File: src/rtl/valve_top_pkg.sv
// constants, types and register map of the burst seat-clean and fail-safe block
//
// Overview of operation
// - burst seat-clean may be enabled only with 2 or 3 solenoids and after a good auto setup.
// - four select presses then enter toggle burst seat-clean between enabled and disabled.
// - the burst enable is also a parameter that software can write remotely.
// - burst mode is off after reset, and a factory restore clears it even when it was on.
// - with burst mode on, a seat lift or seat push request energises the matching solenoid.
// - the pulsing solenoid drops as soon as the stem reaches its energised position.
// - a finished pulse raises an electrical and a visual handshake for at least 2 s.
// - without the upper seat sensor the pulse lasts the stored seat push stroke plus a margin.
// - codes 16, 19, 20, 21, 22 and 31 pull valve state low on every variant.
// - codes 23 to 27, 29 and 30 pull valve state low except on the AS-Interface variant.
// - codes 15, 17, 18 and 28 never change valve state.
// - valve state is made locally; the AS-Interface variant carries a de-energised signal.
// - valve state works after auto or live setup; flex setup reports a plain status error.
package valve_top_pkg;
   localparam int ADDR_WIDTH = 8;
   localparam logic [ADDR_WIDTH-1:0] ADDR_CTRL = 8'h00;
   localparam logic [ADDR_WIDTH-1:0] ADDR_CONFIG = 8'h04;
   localparam logic [ADDR_WIDTH-1:0] ADDR_ERRORS = 8'h08;
   localparam logic [ADDR_WIDTH-1:0] ADDR_STROKE = 8'h0C;
   localparam logic [ADDR_WIDTH-1:0] ADDR_STATUS = 8'h10;
   localparam logic [ADDR_WIDTH-1:0] ADDR_INT_STATUS = 8'h14;
   localparam logic [ADDR_WIDTH-1:0] ADDR_INT_MASK = 8'h18;
   localparam int CTRL_ENABLE_BIT = 0;
   localparam int CTRL_RESTORE_BIT = 1;
   localparam int INT_WIDTH = 3;
   localparam int INT_DONE_BIT = 0;
   localparam int INT_TIMED_BIT = 1;
   localparam int INT_FAIL_BIT = 2;
   localparam logic [31:0] ERR_ALL_MASK = 32'h8079_0000;
   localparam logic [31:0] ERR_WIRED_MASK = 32'h6F80_0000;
   localparam logic [31:0] ERRORS_RESET = 32'h0000_0000;
   localparam logic [1:0] MIN_SOLENOIDS = 2'h2;
   localparam logic [1:0] MAX_SOLENOIDS = 2'h3;
   localparam logic [3:0] MENU_BURST = 4'h4;
   localparam logic [3:0] MENU_LAST = 4'h8;
   localparam longint CLK_HZ = 250_000_000;
   localparam longint HANDSHAKE_S = 2;
   localparam longint REQ_MIN_MS = 500;
   localparam longint MS_PER_S = 1000;
   localparam int HANDSHAKE_CYCLES_DEF = int'(HANDSHAKE_S * CLK_HZ);
   localparam int MS_CYCLES_DEF = int'(CLK_HZ / MS_PER_S);
   localparam int STROKE_WIDTH_DEF = 16;
   localparam int LSP_MARGIN_MS = 100;
   localparam int PIN_COUNT = 5;
   typedef enum logic [1:0] {KIND_NONE = 2'h0, KIND_AUTO = 2'h1, KIND_LIVE = 2'h2,
      KIND_FLEX = 2'h3} setup_kind_type;
   typedef enum logic [1:0] {VAR_DIGITAL = 2'h0, VAR_ASI = 2'h1, VAR_IOLINK = 2'h2,
      VAR_SPARE = 2'h3} variant_type;
   typedef struct packed {
      logic setup_ok;
      variant_type variant;
      logic upper_sensor;
      setup_kind_type kind;
      logic [1:0] solenoids;
   } config_type;
   localparam config_type CONFIG_RESET = 8'h00;
   typedef enum logic [2:0] {ST_IDLE = 3'h1, ST_PULSE = 3'h2, ST_HANDSHAKE = 3'h4} state_type;
endpackage
File: src/rtl/burst_seat_pulse_failsafe.sv
// burst seat-clean sequencer and fail-safe valve state with an apb register file
`timescale 1ns/100ps
module burst_seat_pulse_failsafe #(
   parameter int HANDSHAKE_CYCLES = valve_top_pkg::HANDSHAKE_CYCLES_DEF,
   parameter int MS_CYCLES = valve_top_pkg::MS_CYCLES_DEF,
   parameter int STROKE_WIDTH = valve_top_pkg::STROKE_WIDTH_DEF
) (
   // clock and reset
   input wire logic pclk,
   input wire logic presetn,
   // apb slave
   input wire logic psel,
   input wire logic penable,
   input wire logic pwrite,
   input wire logic [valve_top_pkg::ADDR_WIDTH-1:0] paddr,
   input wire logic [31:0] pwdata,
   output logic [31:0] prdata,
   output logic pready,
   output logic pslverr,
   // controller requests, sensor and buttons
   input wire logic upper_seat_lift_request,
   input wire logic lower_seat_push_request,
   input wire logic position_reached,
   input wire logic select_button,
   input wire logic enter_button,
   // valve and controller outputs
   output logic [1:0] pneumatic_solenoid,
   output logic handshake_out,
   output logic handshake_led,
   output logic [3:0] menu_indicator,
   output logic valve_state,
   output logic status_error,
   output logic irq
);
   import valve_top_pkg::*;

   logic [PIN_COUNT-1:0] pins;
   logic [PIN_COUNT-1:0] pins_prev;
   logic usl_s;
   logic lsp_s;
   logic pos_s;
   logic usl_rise;
   logic lsp_rise;
   logic select_rise;
   logic enter_rise;
   logic burst_enable;
   config_type cfg;
   logic [31:0] errors;
   logic [STROKE_WIDTH-1:0] stroke_ms;
   logic [INT_WIDTH-1:0] int_status;
   logic [INT_WIDTH-1:0] int_mask;
   logic [INT_WIDTH-1:0] int_events;
   state_type state;
   logic pulse_lsp;
   logic [31:0] ms_div;
   logic [STROKE_WIDTH:0] ms_count;
   logic [31:0] hs_count;
   logic burst_allowed;
   logic timed_mode;
   logic [STROKE_WIDTH:0] pulse_limit;
   logic pulse_release;
   logic monitored;
   logic next_valve_state;
   logic setup_phase;
   logic wr_access;
   logic rd_access;
   logic addr_mapped;
   logic [31:0] rd_mux;

   if (HANDSHAKE_CYCLES < 1 || MS_CYCLES < 1 || STROKE_WIDTH < 1 || STROKE_WIDTH > 31)
   begin : g_bad_params
      $error("burst_seat_pulse_failsafe parameters out of range");
   end

   pin_sync #(
      .WIDTH(PIN_COUNT)
   ) u_pin_sync (
      .pclk(pclk),
      .presetn(presetn),
      .async_in({enter_button, select_button, position_reached, lower_seat_push_request,
         upper_seat_lift_request}),
      .sync_out(pins)
   );

   assign usl_s = pins[0];
   assign lsp_s = pins[1];
   assign pos_s = pins[2];
   assign usl_rise = pins[0] & ~pins_prev[0];
   assign lsp_rise = pins[1] & ~pins_prev[1];
   assign select_rise = pins[3] & ~pins_prev[3];
   assign enter_rise = pins[4] & ~pins_prev[4];

   always_ff @(posedge pclk or negedge presetn)
   begin
      if (!presetn)
         pins_prev <= '0;
      else
         pins_prev <= pins;
   end

   // apb: setup cycle prepares the answer, access phase lasts one cycle
   assign setup_phase = psel & ~penable;
   assign wr_access = psel & penable & pready & pwrite;
   assign rd_access = psel & penable & pready & ~pwrite;

   always_comb
   begin
      addr_mapped = 1'b1;
      rd_mux = 32'h0000_0000;
      case (paddr)
         ADDR_CTRL: rd_mux[CTRL_ENABLE_BIT] = burst_enable;
         ADDR_CONFIG: rd_mux[$bits(config_type)-1:0] = cfg;
         ADDR_ERRORS: rd_mux = errors;
         ADDR_STROKE: rd_mux[STROKE_WIDTH-1:0] = stroke_ms;
         ADDR_STATUS: rd_mux[12:0] = {menu_indicator, state, status_error, valve_state,
            handshake_out, pneumatic_solenoid, burst_enable};
         ADDR_INT_STATUS: rd_mux[INT_WIDTH-1:0] = int_status;
         ADDR_INT_MASK: rd_mux[INT_WIDTH-1:0] = int_mask;
         default: addr_mapped = 1'b0;
      endcase
   end

   always_ff @(posedge pclk or negedge presetn)
   begin
      if (!presetn)
      begin
         pready <= 1'b0;
         pslverr <= 1'b0;
         prdata <= 32'h0000_0000;
      end
      else
      begin
         pready <= setup_phase;
         pslverr <= setup_phase & ~addr_mapped;
         if (setup_phase && !pwrite)
            prdata <= rd_mux;
         else if (setup_phase)
            prdata <= 32'h0000_0000;
      end
   end

   // configuration written by the setup software
   always_ff @(posedge pclk or negedge presetn)
   begin
      if (!presetn)
      begin
         cfg <= CONFIG_RESET;
         errors <= ERRORS_RESET;
         stroke_ms <= '0;
         int_mask <= '0;
      end
      else if (wr_access)
      begin
         case (paddr)
            ADDR_CONFIG: cfg <= pwdata[$bits(config_type)-1:0];
            ADDR_ERRORS: errors <= pwdata;
            ADDR_STROKE: stroke_ms <= pwdata[STROKE_WIDTH-1:0];
            ADDR_INT_MASK: int_mask <= pwdata[INT_WIDTH-1:0];
            default: ;
         endcase
      end
   end

   assign burst_allowed = cfg.setup_ok && cfg.kind == KIND_AUTO &&
      (cfg.solenoids == MIN_SOLENOIDS || cfg.solenoids == MAX_SOLENOIDS);

   // burst enable: menu toggle, remote parameter, factory restore
   always_ff @(posedge pclk or negedge presetn)
   begin
      if (!presetn)
         burst_enable <= 1'b0;
      else if (!burst_allowed)
         burst_enable <= 1'b0;
      else if (wr_access && paddr == ADDR_CTRL && pwdata[CTRL_RESTORE_BIT])
         burst_enable <= 1'b0;
      else if (wr_access && paddr == ADDR_CTRL)
         burst_enable <= pwdata[CTRL_ENABLE_BIT];
      else if (enter_rise && menu_indicator == MENU_BURST)
         burst_enable <= ~burst_enable;
   end

   // button menu position shown on the indicators
   always_ff @(posedge pclk or negedge presetn)
   begin
      if (!presetn)
         menu_indicator <= 4'h0;
      else if (enter_rise)
         menu_indicator <= 4'h0;
      else if (select_rise && menu_indicator == MENU_LAST)
         menu_indicator <= 4'h0;
      else if (select_rise)
         menu_indicator <= menu_indicator + 4'h1;
   end

   // pulse release: stem position, or stroke time plus margin without the upper sensor
   assign timed_mode = ~cfg.upper_sensor;
   assign pulse_limit = {1'b0, stroke_ms} + (STROKE_WIDTH + 1)'(LSP_MARGIN_MS);
   assign pulse_release = timed_mode ? (ms_count >= pulse_limit) : pos_s;

   always_ff @(posedge pclk or negedge presetn)
   begin
      if (!presetn)
      begin
         state <= ST_IDLE;
         pulse_lsp <= 1'b0;
      end
      else
      begin
         case (state)
            ST_IDLE:
               if (burst_enable && (usl_rise || lsp_rise))
               begin
                  state <= ST_PULSE;
                  pulse_lsp <= ~usl_rise;
               end
            ST_PULSE:
               if (!burst_enable)
                  state <= ST_IDLE;
               else if (pulse_release)
                  state <= ST_HANDSHAKE;
            ST_HANDSHAKE:
               if (hs_count == 32'h0000_0001)
                  state <= ST_IDLE;
            default: state <= ST_IDLE;
         endcase
      end
   end

   // millisecond base for the timed pulse
   always_ff @(posedge pclk or negedge presetn)
   begin
      if (!presetn)
      begin
         ms_div <= 32'h0000_0000;
         ms_count <= '0;
      end
      else if (state != ST_PULSE)
      begin
         ms_div <= 32'h0000_0000;
         ms_count <= '0;
      end
      else if (ms_div == 32'(MS_CYCLES - 1))
      begin
         ms_div <= 32'h0000_0000;
         if (ms_count != '1)
            ms_count <= ms_count + 1'b1;
      end
      else
         ms_div <= ms_div + 32'h0000_0001;
   end

   // handshake length counter
   always_ff @(posedge pclk or negedge presetn)
   begin
      if (!presetn)
         hs_count <= 32'h0000_0000;
      else if (state == ST_PULSE && burst_enable && pulse_release)
         hs_count <= 32'(HANDSHAKE_CYCLES);
      else if (hs_count != 32'h0000_0000)
         hs_count <= hs_count - 32'h0000_0001;
   end

   // solenoids follow the requests directly while burst mode is off
   always_ff @(posedge pclk or negedge presetn)
   begin
      if (!presetn)
      begin
         pneumatic_solenoid <= 2'h0;
         handshake_out <= 1'b0;
         handshake_led <= 1'b0;
      end
      else
      begin
         if (!burst_enable)
            pneumatic_solenoid <= {lsp_s, usl_s};
         else if (state == ST_IDLE && (usl_rise || lsp_rise))
            pneumatic_solenoid <= {~usl_rise, usl_rise};
         else if (state == ST_PULSE && !pulse_release)
            pneumatic_solenoid <= {pulse_lsp, ~pulse_lsp};
         else
            pneumatic_solenoid <= 2'h0;
         handshake_out <= (state == ST_PULSE && burst_enable && pulse_release) ||
            (state == ST_HANDSHAKE && hs_count != 32'h0000_0001);
         handshake_led <= (state == ST_PULSE && burst_enable && pulse_release) ||
            (state == ST_HANDSHAKE && hs_count != 32'h0000_0001);
      end
   end

   // fail-safe valve state; codes outside both masks are ignored
   assign monitored = cfg.setup_ok && (cfg.kind == KIND_AUTO || cfg.kind == KIND_LIVE);
   assign next_valve_state = ~(monitored && ((|(errors & ERR_ALL_MASK)) ||
      (cfg.variant != VAR_ASI && (|(errors & ERR_WIRED_MASK)))));

   always_ff @(posedge pclk or negedge presetn)
   begin
      if (!presetn)
      begin
         valve_state <= 1'b1;
         status_error <= 1'b0;
      end
      else
      begin
         valve_state <= next_valve_state;
         status_error <= cfg.kind == KIND_FLEX && (|errors);
      end
   end

   // sticky interrupt causes, cleared by reading; a new event wins over the clear
   assign int_events[INT_DONE_BIT] = state == ST_PULSE && burst_enable && pulse_release;
   assign int_events[INT_TIMED_BIT] = int_events[INT_DONE_BIT] && timed_mode;
   assign int_events[INT_FAIL_BIT] = valve_state && !next_valve_state;

   always_ff @(posedge pclk or negedge presetn)
   begin
      if (!presetn)
         int_status <= '0;
      else if (rd_access && paddr == ADDR_INT_STATUS)
         int_status <= int_events;
      else
         int_status <= int_status | int_events;
   end

   always_ff @(posedge pclk or negedge presetn)
   begin
      if (!presetn)
         irq <= 1'b0;
      else
         irq <= |(int_status & int_mask);
   end
endmodule

File: src/rtl/pin_sync.sv
// three-stage pin synchroniser that accepts a change once stages two and three agree
`timescale 1ns/100ps
module pin_sync #(
   parameter int WIDTH = 1
) (
   // clock and reset
   input wire logic pclk,
   input wire logic presetn,
   // pins and clean levels
   input wire logic [WIDTH-1:0] async_in,
   output logic [WIDTH-1:0] sync_out
);
   logic [WIDTH-1:0] stage1;
   logic [WIDTH-1:0] stage2;
   logic [WIDTH-1:0] stage3;

   if (WIDTH < 1)
   begin : g_bad_width
      $error("pin_sync needs at least one bit");
   end

   always_ff @(posedge pclk or negedge presetn)
   begin
      if (!presetn)
      begin
         stage1 <= '0;
         stage2 <= '0;
         stage3 <= '0;
      end
      else
      begin
         stage1 <= async_in;
         stage2 <= stage1;
         stage3 <= stage2;
      end
   end

   always_ff @(posedge pclk or negedge presetn)
   begin
      if (!presetn)
         sync_out <= '0;
      else
         for (int i = 0; i < WIDTH; i++)
            if (stage2[i] == stage3[i])
               sync_out[i] <= stage3[i];
   end
endmodule

File: config.mk
export PLATFORM = sky130hd
export DESIGN_NAME = burst_seat_pulse_failsafe
export DESIGN_NICKNAME = d
export VERILOG_FILES = /design/src/rtl/valve_top_pkg.sv /design/src/rtl/burst_seat_pulse_failsafe.sv /design/src/rtl/pin_sync.sv
export SDC_FILE = /design/constraint.sdc
export NUM_CORES = 1
export LEC_CHECK = 0
export ABC_AREA = 1
export BUFFER_PORTS_ARGS = -buffer_cell sky130_fd_sc_hd__buf_2
export CORE_ASPECT_RATIO = 1.75
export CORE_MARGIN = 2
export CORE_UTILIZATION = 30
export CTS_BUF_LIST = sky130_fd_sc_hd__clkbuf_4 sky130_fd_sc_hd__clkbuf_8
export CTS_CLUSTER_DIAMETER = 120
export CTS_CLUSTER_SIZE = 30
export DETAILED_ROUTE_END_ITERATION = 12
export PLACE_DENSITY = 0.55
export SLEW_MARGIN = 20
export SYNTH_ARGS = -nofsm -noshare
export SYNTH_HDL_FRONTEND = slang
export SYNTH_SLANG_ARGS = --single-unit
File: constraint.sdc
create_clock -name pclk -period 2.7 [get_ports pclk]
set_input_delay 0.54 -clock pclk [delete_from_list [all_inputs] [get_ports pclk]]
set_output_delay 0.54 -clock pclk [all_outputs]
set_load 0.01 [all_outputs]
==> impl_metrics.py, run 1 <==
metrics = {
    "status": {
        "status": "finished, violations left",
        "violated_checks": "setup timing",
    },
    "worst_setup_path": {
        "cp-end-kind": "flop",
        "worst-endpoint-required_ps": 3140,
        "r2r_setup_slack_ps": -220,
        "timing.critical_path.arrival_ps": 3350,
        "reg2regPathDepth": 19,
        "r2r_path_start": "stroke_ms[2]",
        "timing.setup.critical_path_class": "reg2reg",
        "startpoint_type": "flop",
        "worst-path-max-fanout": 9,
        "reg_to_reg_critical_path_endpoint": "hs_count[10]",
    },
    "route": {
        "drt-wirelength-per-cell_um": 15.51,
        "ant_nets": 0,
        "detail_route.iter0.violations": 474,
        "wl_mm": 30.45,
        "remaining_drc_errors": 0,
        "detail_route.first_pass.iterations": 5,
        "route.vias.total": 9392,
        "via_per_inst": 4.785,
    },
    "min_path": {
        "whs_path_depth": 1,
        "min_to": "u_pin_sync.stage1[2]",
        "path_type_of_the_worst_min_delay_path": "in2reg",
        "min-delay-start": "position_reached",
    },
    "synth": {
        "synth_xor_area_share_pct": 4.206,
        "synth.area.mux_share_pct": 0.7009,
        "synthAdderAreaFrac_pct": 3.449,
        "yosys_warnings": 0,
        "synth.top_cell.area_share_pct": 47.62,
        "synth_top_family_by_area": "simple AND/OR/NAND/NOR gates",
        "synth_async_sr_flop_share_pct": 100.0,
        "synth.avg_cell_area_um2": 8.299,
        "synth_edf_count": 0,
        "ys.flop_type": "sky130_fd_sc_hd__dfrtp_1",
        "mappedNetlistNets": 1432,
        "synth.ff_latch_count": 216,
        "synth-simple-area-share_pct": 24.81,
        "synth_cell_types": 58,
        "ys_top_cells_by_area": "sky130_fd_sc_hd__dfrtp_1 (48%), sky130_fd_sc_hd__nand2_1 (9.6%), sky130_fd_sc_hd__inv_1 (6.8%)",
        "post_synthesis_cell_area_um2": 11250,
        "synth_sequential_area_ratio_pct": 48.09,
        "netlist.top_cell.by_area": "sky130_fd_sc_hd__dfrtp_1",
        "post_synth_inst_count": 1355,
        "synth_compound_gate_area_share_pct": 9.935,
    },
    "clock_tree": {
        "clk-insertion-delay-late_ps": 560,
        "max-clock-path-buffers": 3,
        "cts-root-buf": "sky130_fd_sc_hd__clkbuf_8",
        "cts_tree": "done",
        "numClockSinks": 216,
        "tritoncts.num_buffers": 11,
        "cts_max_level": 1,
        "clkSlewWorstSetupHoldPaths_ps": 180,
    },
    "layout": {
        "final_util_pct": 35.14,
        "multi_input_area_um2": 4964,
        "fillerInstances": 3853,
        "syn2layout_area_growth_pct": 15.28,
        "finish.net_count": 1560,
        "seqCellArea_um2": 5408,
        "final_cells": 1963,
        "final_layout_size_suffix_gt1_share_pct": 16.81,
    },
    "timing": {
        "max_slew.worst_pin.slew_ps": 687.8,
        "final_period_minus_worst_setup_slack_ps": 2915,
        "fmaxAchievable_ghz": 0.3430,
        "timing_max_transition_violations_final": 0,
        "setup_slack_ps": -215.2,
        "rsz0062_at_grt": "yes",
        "slew_headroom_pct": 53.90,
        "timing.setup.tns_ps": -6548,
        "finalHoldViolCount": 0,
        "layout_worst_path_cycle_share_pct": 108.0,
        "fin_worst_skew_ps": 50.88,
        "final-setup-viol-count": 39,
    },
    "global_route": {
        "gr-usage-all-layers_pct": 15.86,
        "globalRoute.totalOverflow": 0,
        "antenna_violations_before_repair": 1,
        "grt_first_pass_wirelength_mm": 49.60,
        "largest_net_degree_at_the_start_of_global_routing": 73,
        "vias_in_the_first_global_route": 9749,
    },
    "power": {
        "p_leak_nw": 6.619,
        "power-per-cell-area_nw_per_um2": 397.5,
        "p_clk_share_pct": 29.9,
        "net-switching-power_mw": 1.317,
        "switching_power_share_of_the_total_pct": 25.55,
        "comb_power_share_pct": 5.7,
        "power.sequential.fraction_pct": 64.4,
        "power.internal_mw": 3.836,
        "vdd_ir_drop_max_mv": 0.3498,
    },
    "floorplanning": {
        "design.portCount": 95,
        "floorplan.rows": 93,
        "chipWidth_um": 150.4,
        "die_footprint_um2": 39110,
        "dieHeight_um": 260.1,
        "core_um2": 36890,
        "start_util_pct": 30.49,
    },
    "placement": {
        "gp_congestion": 0.8823,
        "dp_worst_setup_slack_ps": -237.7,
        "placedCellCount": 1938,
        "dp_hpwl_mm": 22.95,
        "place.port_buffers": 94,
    },
    "run": {
        "cap_violations": 0,
    },
}
==> sequential cells by signal, indices dropped and copies added, names as in the netlist, 8 cells and up <==
register	count
stroke_ms	16
ms_div	32
prdata	32
errors	32
hs_count	32
cfg	8
ms_count	17
==> cell families (layout without fill, tap and decap cells) <==
family,Yosys count,count (layout)
flops,216,216
fa+ha+maj,32,32
simple gates,616,616
compound gates,185,185
mux,7,7
buf+inv,245,377
other cells,0,1
xor+xnor,54,54
==> cells in the mapped netlist (3+ instances only) <==
| master | n |
|---|---|
| sky130_fd_sc_hd__a21oi_1 | 37 |
| sky130_fd_sc_hd__o21ai_0 | 88 |
| sky130_fd_sc_hd__nand3b_1 | 5 |
| sky130_fd_sc_hd__o221ai_1 | 3 |
| sky130_fd_sc_hd__buf_2 | 12 |
| sky130_fd_sc_hd__nor2_1 | 135 |
| sky130_fd_sc_hd__o21ai_2 | 4 |
| sky130_fd_sc_hd__xnor2_1 | 10 |
| sky130_fd_sc_hd__a22o_1 | 3 |
| sky130_fd_sc_hd__nand2_2 | 11 |
| sky130_fd_sc_hd__nor3_2 | 7 |
| sky130_fd_sc_hd__nor4_1 | 19 |
| sky130_fd_sc_hd__inv_2 | 6 |
| sky130_fd_sc_hd__nand3_1 | 67 |
| sky130_fd_sc_hd__nand4_1 | 20 |
| sky130_fd_sc_hd__maj3_1 | 5 |
| sky130_fd_sc_hd__nor2_2 | 15 |
| sky130_fd_sc_hd__ha_1 | 27 |
| sky130_fd_sc_hd__clkbuf_1 | 10 |
| sky130_fd_sc_hd__o21ai_1 | 11 |
| sky130_fd_sc_hd__nor3_1 | 31 |
| sky130_fd_sc_hd__mux2_1 | 7 |
| sky130_fd_sc_hd__a32o_1 | 18 |
| sky130_fd_sc_hd__o22ai_1 | 7 |
| sky130_fd_sc_hd__xor2_1 | 44 |
| sky130_fd_sc_hd__buf_4 | 8 |
| sky130_fd_sc_hd__nand2_1 | 288 |
| sky130_fd_sc_hd__dfrtp_1 | 214 |
| sky130_fd_sc_hd__inv_1 | 205 |
==> metrics by stage <==
step           area (um2)  power [mW]  hold WS, ps
3_3_place_gp        12580       3.677        341.4
4_1_cts             12850       5.241        44.69
6_report            12960       5.153        84.22
2_1_floorplan       11300       3.465        244.4
3_5_place_dp        12580       3.681        335.6
5_1_grt             12960       5.368        40.88
==> power by group through the flow <==
stage          Clock [mW]  Combinational [mW]  Sequential, mW
2_1_floorplan           0              0.0910            3.37
3_3_place_gp            0               0.298            3.38
3_5_place_dp            0               0.302            3.38
4_1_cts              1.61               0.306            3.32
5_1_grt              1.71               0.333            3.33
6_report             1.54               0.295            3.32
==> worst max-delay path, cell delays in order (launching register included) <==
cell and delay (ps):
sky130_fd_sc_hd__dfrtp_1 430, sky130_fd_sc_hd__ha_2 200, sky130_fd_sc_hd__a21oi_2 60, sky130_fd_sc_hd__nand2_1 70, sky130_fd_sc_hd__nand2_2 60, sky130_fd_sc_hd__nor3_2 130
sky130_fd_sc_hd__nand2_1 110, sky130_fd_sc_hd__nor2_2 120, sky130_fd_sc_hd__xnor2_1 130, sky130_fd_sc_hd__ha_1 280, sky130_fd_sc_hd__nand2_1 100, sky130_fd_sc_hd__inv_1 40
sky130_fd_sc_hd__nand2_1 60, sky130_fd_sc_hd__nand2_1 70, sky130_fd_sc_hd__a21oi_2 130, sky130_fd_sc_hd__nand4_1 130, sky130_fd_sc_hd__o21bai_1 200, sky130_fd_sc_hd__nand2b_4 230
sky130_fd_sc_hd__clkbuf_16 180, sky130_fd_sc_hd__o21ai_1 60
==> layer usage <==
metal  routed length, um  vias up  share of wire [%]  GRT usage [%]
met5                   0        -                  0              0
met4                1337        0                4.4          7.311
met3                 908       63                3.0          1.596
met2               16730      191                 55          29.95
met1               11470     4520                 38          17.48
li1                    -     4618                  -              -
==> cell usage in the layout, fill, tap and decap left out, types with 5 or more instances in the layout <==
cell and count:
sky130_fd_sc_hd__nor3_1 29, sky130_fd_sc_hd__o21ai_1 14, sky130_fd_sc_hd__ha_1 25, sky130_fd_sc_hd__nor4_1 19
sky130_fd_sc_hd__buf_12 5, sky130_fd_sc_hd__nand3_2 7, sky130_fd_sc_hd__nand3_1 61, sky130_fd_sc_hd__nor2_1 130
sky130_fd_sc_hd__o22ai_1 7, sky130_fd_sc_hd__xnor2_1 10, sky130_fd_sc_hd__nand2_1 280, sky130_fd_sc_hd__a21oi_1 34
sky130_fd_sc_hd__xor2_1 44, sky130_fd_sc_hd__nand2_2 18, sky130_fd_sc_hd__nand3b_1 5, sky130_fd_sc_hd__o21ai_0 85
sky130_fd_sc_hd__nand4_1 20, sky130_fd_sc_hd__mux2_1 7, sky130_fd_sc_hd__buf_2 93, sky130_fd_sc_hd__inv_1 204
sky130_fd_sc_hd__nor3_2 9, sky130_fd_sc_hd__a32o_1 18, sky130_fd_sc_hd__clkbuf_8 11, sky130_fd_sc_hd__buf_4 45
sky130_fd_sc_hd__maj3_1 5, sky130_fd_sc_hd__inv_2 7, sky130_fd_sc_hd__dfrtp_1 214, sky130_fd_sc_hd__nor2_2 19
==> repair_timing <==
item | 4_1_cts | 5_1_grt
pin swaps | 3 | 7
hold endpoints to repair | 59 | 0
setup buffers | 2 | 1
endpoints found under the setup margin | 39 | 40
cloned | 0 | 3
hold buffers | 1 | 0
gates resized for setup | 10 | 9
==> cell type report <==
class	instances	area share (%)
sequential	216	41.71
multi-input combinational	894	38.29
timing repair buffer	148	7.634
inverter	212	6.138
tap	475	4.584
clock buffer	15	1.399
clock inverter	2	0.2220
antenna	1	0.01930
==> worst max path at each step <==
stage | start | to | slack, ps
final | stroke_ms[2] | hs_count[10] | -220
after global placement | stroke_ms[2] | hs_count[22] | -160
after floorplan | stroke_ms[2] | hs_count[22] | -30
after CTS | stroke_ms[2] | hs_count[22] | -210
after global routing | stroke_ms[2] | int_status[0] | -450
after detailed placement | stroke_ms[3] | hs_count[22] | -240
(Power assumes the default switching activity.)
==> inputs of run 2 (changes only) <==
--- a/config.mk
+++ b/config.mk
@@ -14,7 +14,10 @@
 export CTS_CLUSTER_DIAMETER = 120
 export CTS_CLUSTER_SIZE = 30
 export DETAILED_ROUTE_END_ITERATION = 12
+export HOLD_SLACK_MARGIN = 0.03
+export MAX_ROUTING_LAYER = met4
 export PLACE_DENSITY = 0.55
+export RECOVER_POWER = 50
 export SLEW_MARGIN = 20
 export SYNTH_ARGS = -nofsm -noshare
 export SYNTH_HDL_FRONTEND = slang
==> impl_metrics.py, run 2 (synthesized netlist as in run 1, its figures left out) <==
metrics = {
    "timing": {
        "fin_worst_skew_ps": 62.67,
        "slew_headroom_pct": -9.420,
        "final-setup-viol-count": 40,
        "fmaxAchievable_ghz": 0.3311,
        "holdWs_ps": 83.13,
        "timing_max_transition_violations_final": 96,
        "layout_worst_path_cycle_share_pct": 111.8,
        "setup_slack_ps": -319.9,
        "final_period_minus_worst_setup_slack_ps": 3020,
        "rsz0062_at_grt": "yes",
        "finalHoldViolCount": 0,
        "max_slew.worst_pin.slew_ps": 1641,
    },
    "min_path": {
        "min_to": "u_pin_sync.stage1[3]",
        "whs_path_depth": 1,
        "path_type_of_the_worst_min_delay_path": "in2reg",
        "min-delay-start": "select_button",
    },
    "layout": {
        "finish.net_count": 1566,
        "final_cells": 1969,
        "syn2layout_area_growth_pct": 16.21,
        "final_layout_size_suffix_gt1_share_pct": 18.62,
        "top_library_cells_by_usage_in_the_layout_fill_and_taps_aside": "sky130_fd_sc_hd__nand2_1 (263), sky130_fd_sc_hd__dfrtp_1 (214), sky130_fd_sc_hd__inv_1 (199), sky130_fd_sc_hd__nor2_1 (129), sky130_fd_sc_hd__buf_2 (92)",
        "layout.cells.most_common": "sky130_fd_sc_hd__nand2_1",
    },
    "clock_tree": {
        "numClockSinks": 216,
        "clkSlewWorstSetupHoldPaths_ps": 180,
        "tritoncts.num_buffers": 11,
        "max-clock-path-buffers": 3,
        "clk-insertion-delay-late_ps": 560,
        "cts-root-buf": "sky130_fd_sc_hd__clkbuf_8",
        "cts_max_level": 1,
        "cts_tree": "done",
    },
    "global_route": {
        "grt_first_pass_wirelength_mm": 49.40,
        "antenna_violations_before_repair": 1,
        "globalRoute.totalOverflow": 0,
        "gr-usage-all-layers_pct": 16.43,
        "largest_net_degree_at_the_start_of_global_routing": 62,
        "vias_in_the_first_global_route": 9525,
    },
    "placement": {
        "dp_hpwl_mm": 23.18,
        "gp_congestion": 0.8982,
        "place.port_buffers": 94,
        "placedCellCount": 1942,
    },
    "power": {
        "switching_power_share_of_the_total_pct": 25.19,
        "power.internal_mw": 3.839,
        "power-per-cell-area_nw_per_um2": 392.7,
        "net-switching-power_mw": 1.293,
        "vdd_ir_drop_max_mv": 0.3580,
        "p_clk_share_pct": 29.8,
        "comb_power_share_pct": 5.5,
        "power.sequential.fraction_pct": 64.7,
        "p_leak_nw": 6.658,
    },
    "floorplanning": {
        "design.portCount": 95,
        "dieHeight_um": 260.1,
        "start_util_pct": 30.49,
        "floorplan.rows": 93,
        "chipWidth_um": 150.4,
        "die_footprint_um2": 39110,
        "core_um2": 36890,
    },
    "worst_setup_path": {
        "r2r_setup_slack_ps": -320,
        "r2r_path_start": "stroke_ms[2]",
        "cp_cell_sequence": "ha_2, a21oi_2, nand2_1, nand2_2, nor3_4, nand2_2, nor2_2, nand3_1, ha_1, nand2_2, inv_1, nand2_1, nand2_2, a21oi_2, nand4_1, o21bai_1, nand2b_4, buf_12, buf_16, nand2_2",
        "startpoint_type": "flop",
        "reg_to_reg_critical_path_endpoint": "hs_count[28]",
        "reg2regPathDepth": 20,
        "worst-path-max-fanout": 8,
        "timing.critical_path.arrival_ps": 3480,
        "cp-end-kind": "flop",
        "timing.setup.critical_path_class": "reg2reg",
        "slowest_delay_ps": 430,
        "cp_slowest_cell": "sky130_fd_sc_hd__dfrtp_1",
        "crit_path_top_cell_by_count": "sky130_fd_sc_hd__nand2_2",
        "worst-endpoint-required_ps": 3160,
    },
    "route": {
        "route.vias.total": 9364,
        "remaining_drc_errors": 0,
        "detail_route.first_pass.iterations": 5,
        "wl_mm": 30.82,
        "ant_nets": 0,
        "drt-wirelength-per-cell_um": 15.65,
        "via_per_inst": 4.756,
        "detail_route.iter0.violations": 395,
    },
    "run": {
        "cap_violations": 2,
    },
    "status": {
        "status": "finished, violations left",
        "violated_checks": "capacitance limit, slew limit, setup timing",
    },
}
-- run 2: timing repair --
| item | in CTS | in global routing |
|---|---|---|
| cloned | 3 | 1 |
| gates resized for setup | 27 | 29 |
| endpoints found under the setup margin | 40 | 40 |
| hold buffers | 1 | 0 |
| hold endpoints to repair | 53 | 0 |
| setup buffers | 4 | 2 |
| pin swaps | 3 | 9 |
-- run 2: worst max-delay path: cells and delay by family (launching register included) --
kind	cells	cell delay, ps
simple gates	12	1260
fa+ha+maj	2	530
flops	1	430
compound gates	3	380
buf+inv	3	320
-- run 2: power by group through the flow --
stage | clock network [mW] | registers (mW) | logic (mW)
6_report | 1.53 | 3.32 | 0.280
4_1_cts | 1.60 | 3.32 | 0.302
3_5_place_dp | 0 | 3.38 | 0.298
2_1_floorplan | 0 | 3.37 | 0.0910
3_3_place_gp | 0 | 3.38 | 0.292
5_1_grt | 1.71 | 3.33 | 0.322
-- run 2: worst max path at each step --
stage                       from      endpoint  slack (ps)  cells after the start
floorplan           stroke_ms[2]  hs_count[22]         -30                     20
global placement    stroke_ms[2]  hs_count[22]        -200                     19
detailed placement  stroke_ms[3]  hs_count[26]        -280                     19
CTS                 stroke_ms[2]  hs_count[10]        -340                     19
global route        stroke_ms[2]  hs_count[16]        -560                     19
finish              stroke_ms[2]  hs_count[28]        -320                     20
-- run 2: stage by stage --
step                TNS (ps)  power, mW  util (%)  worst slack (ps)  area [um2]
global route          -24030      5.366     35.43            -563.9       13070
CTS                   -10990      5.231     35.30            -337.3       13020
floorplan             -232.9      3.465         -            -26.74       11300
finish                 -9655      5.132     35.43            -319.9       13070
global placement       -5938      3.676     34.15            -196.5       12600
detailed placement     -8795      3.682     34.15            -278.6       12600
-- run 2: layout make-up --
| type | count | area [um2] |
|---|---|---|
| well taps | 475 | 594.3 |
| flip-flops and latches | 216 | 5408 |
| inverters | 212 | 795.8 |
| fillers | 3850 | 23820 |
| multi-input cells | 894 | 5059 |
| repair buffers | 154 | 991.0 |
| clock buffers | 16 | 188.9 |
| diodes | 1 | 2.502 |
| clock inverters | 1 | 30.03 |
-- run 2: per-layer routing --
layer / vias to the layer above / wire, um / track usage [%]
met1: 4530 / 11870 / 17.55
met4: 0 / 1061 / 6.342
li1: 4623 / - / -
met3: 57 / 751 / 1.509
met5: - / 0 / -
met2: 154 / 17140 / 30.76
==> inputs of run 3 (changes only) <==
--- a/config.mk
+++ b/config.mk
@@ -17,7 +17,7 @@
 export HOLD_SLACK_MARGIN = 0.03
 export MAX_ROUTING_LAYER = met4
 export PLACE_DENSITY = 0.55
-export RECOVER_POWER = 50
+export RECOVER_POWER = 100
 export SLEW_MARGIN = 20
 export SYNTH_ARGS = -nofsm -noshare
 export SYNTH_HDL_FRONTEND = slang
==> impl_metrics.py, run 3 (synthesized netlist as in run 1, its figures left out) <==
metrics = {
    "timing": {
        "timing_max_transition_violations_final": 96,
        "setup_slack_ps": -323.5,
        "slew_headroom_pct": -11.02,
        "holdWs_ps": 84.30,
        "finalHoldViolCount": 0,
        "final_period_minus_worst_setup_slack_ps": 3023,
        "max_slew.worst_pin.slew_ps": 1665,
        "final-setup-viol-count": 40,
        "fmaxAchievable_ghz": 0.3307,
        "fin_worst_skew_ps": 62.55,
        "rsz0062_at_grt": "yes",
        "layout_worst_path_cycle_share_pct": 112.0,
    },
    "floorplanning": {
        "core_um2": 36890,
        "start_util_pct": 30.49,
        "die_footprint_um2": 39110,
        "design.portCount": 95,
        "dieHeight_um": 260.1,
        "floorplan.rows": 93,
        "chipWidth_um": 150.4,
    },
    "clock_tree": {
        "max-clock-path-buffers": 3,
        "numClockSinks": 216,
        "cts-root-buf": "sky130_fd_sc_hd__clkbuf_8",
        "clk-insertion-delay-late_ps": 560,
        "tritoncts.num_buffers": 11,
        "cts_tree": "done",
        "clkSlewWorstSetupHoldPaths_ps": 170,
        "cts_max_level": 1,
    },
    "power": {
        "p_leak_nw": 6.454,
        "comb_power_share_pct": 5.4,
        "power-per-cell-area_nw_per_um2": 395.4,
        "power.sequential.fraction_pct": 64.9,
        "net-switching-power_mw": 1.290,
        "p_clk_share_pct": 29.8,
        "power.internal_mw": 3.835,
        "switching_power_share_of_the_total_pct": 25.17,
        "vdd_ir_drop_max_mv": 0.3573,
    },
    "run": {
        "cap_violations": 2,
    },
    "global_route": {
        "vias_in_the_first_global_route": 9525,
        "antenna_violations_before_repair": 1,
        "largest_net_degree_at_the_start_of_global_routing": 62,
        "globalRoute.totalOverflow": 0,
        "gr-usage-all-layers_pct": 16.43,
        "grt_first_pass_wirelength_mm": 49.40,
    },
    "min_path": {
        "min-delay-start": "select_button",
        "whs_path_depth": 1,
        "min_to": "u_pin_sync.stage1[3]",
        "path_type_of_the_worst_min_delay_path": "in2reg",
    },
    "worst_setup_path": {
        "cp_cell_sequence": "ha_2, a21oi_2, nand2_1, nand2_2, nor3_4, nand2_2, nor2_2, nand3_1, ha_1, nand2_2, inv_1, nand2_1, nand2_2, a21oi_2, nand4_1, o21bai_1, nand2b_4, buf_12, buf_16, nand2_2",
        "cp_slowest_cell": "sky130_fd_sc_hd__dfrtp_1",
        "path_buf_inv": 3,
        "r2r_path_start": "stroke_ms[2]",
        "worst_path_dominant_cell_family": "simple AND/OR/NAND/NOR gates",
        "timing.critical_path.arrival_ps": 3480,
        "worst-path-max-fanout": 8,
        "reg2regPathDepth": 20,
        "timing.setup.critical_path_class": "reg2reg",
        "r2r_setup_slack_ps": -320,
        "cp-end-kind": "flop",
        "slowest_delay_ps": 430,
        "worst-endpoint-required_ps": 3160,
        "reg_to_reg_critical_path_endpoint": "hs_count[19]",
        "startpoint_type": "flop",
        "crit_path_top_cell_by_count": "sky130_fd_sc_hd__nand2_2",
    },
    "route": {
        "detail_route.iter0.violations": 487,
        "ant_nets": 0,
        "wl_mm": 30.82,
        "via_per_inst": 4.769,
        "route.vias.total": 9391,
        "drt-wirelength-per-cell_um": 15.65,
        "detail_route.first_pass.iterations": 5,
        "remaining_drc_errors": 0,
    },
    "layout": {
        "fillerInstances": 3863,
        "syn2layout_area_growth_pct": 15.24,
        "layout.cells.most_common": "sky130_fd_sc_hd__nand2_1",
        "stdcell_area_um2": 12960,
        "top_library_cells_by_usage_in_the_layout_fill_and_taps_aside": "sky130_fd_sc_hd__nand2_1 (267), sky130_fd_sc_hd__dfrtp_1 (214), sky130_fd_sc_hd__inv_1 (201), sky130_fd_sc_hd__nor2_1 (131), sky130_fd_sc_hd__o21ai_0 (91)",
        "finish.net_count": 1566,
        "final_layout_size_suffix_gt1_share_pct": 14.80,
    },
    "status": {
        "violated_checks": "capacitance limit, slew limit, setup timing",
        "status": "finished, violations left",
    },
    "placement": {
        "gp_congestion": 0.8982,
        "place.port_buffers": 94,
        "placed_cell_area_um2": 12600,
        "dp_hpwl_mm": 23.18,
    },
}
## run 3: cell count changes in the layout (fill, tap and decap cells not counted), sizes merged
cell / before / now
inv: 211 / 210
clkinv: 2 / 3
clkbuf: 25 / 75
buf: 144 / 94
## run 3: repair_timing
item	4_1_cts	5_1_grt
resized for setup	27	29
pin swaps	3	9
hold endpoints to repair	53	0
setup buffers	4	2
endpoints found under the setup margin	40	40
cloned	3	1
hold buffers	1	0
## run 3: through the flow
step	instances	utilization [%]	power, mW	setup WS, ps	setup TNS [ps]
after global placement	1942	34.15	3.676	-196.5	-5938
final	1969	35.13	5.124	-323.5	-9850
after CTS	1967	35.30	5.231	-337.3	-10990
after floorplan	1355	-	3.465	-26.74	-232.9
after global routing	1969	35.13	5.362	-563.9	-24350
after detailed placement	1942	34.15	3.682	-278.6	-8795
## run 3: power by group through the flow
| stage | clock network [mW] | logic, mW | registers (mW) |
|---|---|---|---|
| after floorplan | 0 | 0.0910 | 3.37 |
| after global placement | 0 | 0.292 | 3.38 |
| after detailed placement | 0 | 0.298 | 3.38 |
| after CTS | 1.60 | 0.302 | 3.32 |
| after global routing | 1.71 | 0.316 | 3.33 |
| final | 1.53 | 0.275 | 3.32 |
## run 3: layout make-up
class	count	area, um2	area share [%]
Clock inverter	1	30.03	0.2317
Tap cell	475	594.3	4.586
Antenna cell	1	2.502	0.01931
Multi-Input combinational cell	894	5034	38.84
Timing Repair Buffer	154	907.1	6.999
Sequential cell	216	5408	41.73
Inverter	212	795.8	6.140
Clock buffer	16	188.9	1.458
## run 3: worst max path at each step
stage,from,endpoint,depth (start not counted)
finish,stroke_ms[2],hs_count[19],20
detailed placement,stroke_ms[3],hs_count[26],19
global placement,stroke_ms[2],hs_count[22],19
global route,stroke_ms[2],hs_count[16],19
floorplan,stroke_ms[2],hs_count[22],20
CTS,stroke_ms[2],hs_count[10],19
## run 3: routing by layer
| layer | vias to the layer above | share of wire (%) | track usage [%] |
|---|---|---|---|
| li1 | 4624 | - | - |
| met3 | 54 | 2.6 | 1.509 |
| met4 | 0 | 3.3 | 6.342 |
| met2 | 170 | 56 | 30.76 |
| met5 | - | 0 | - |
| met1 | 4543 | 38 | 17.55 |
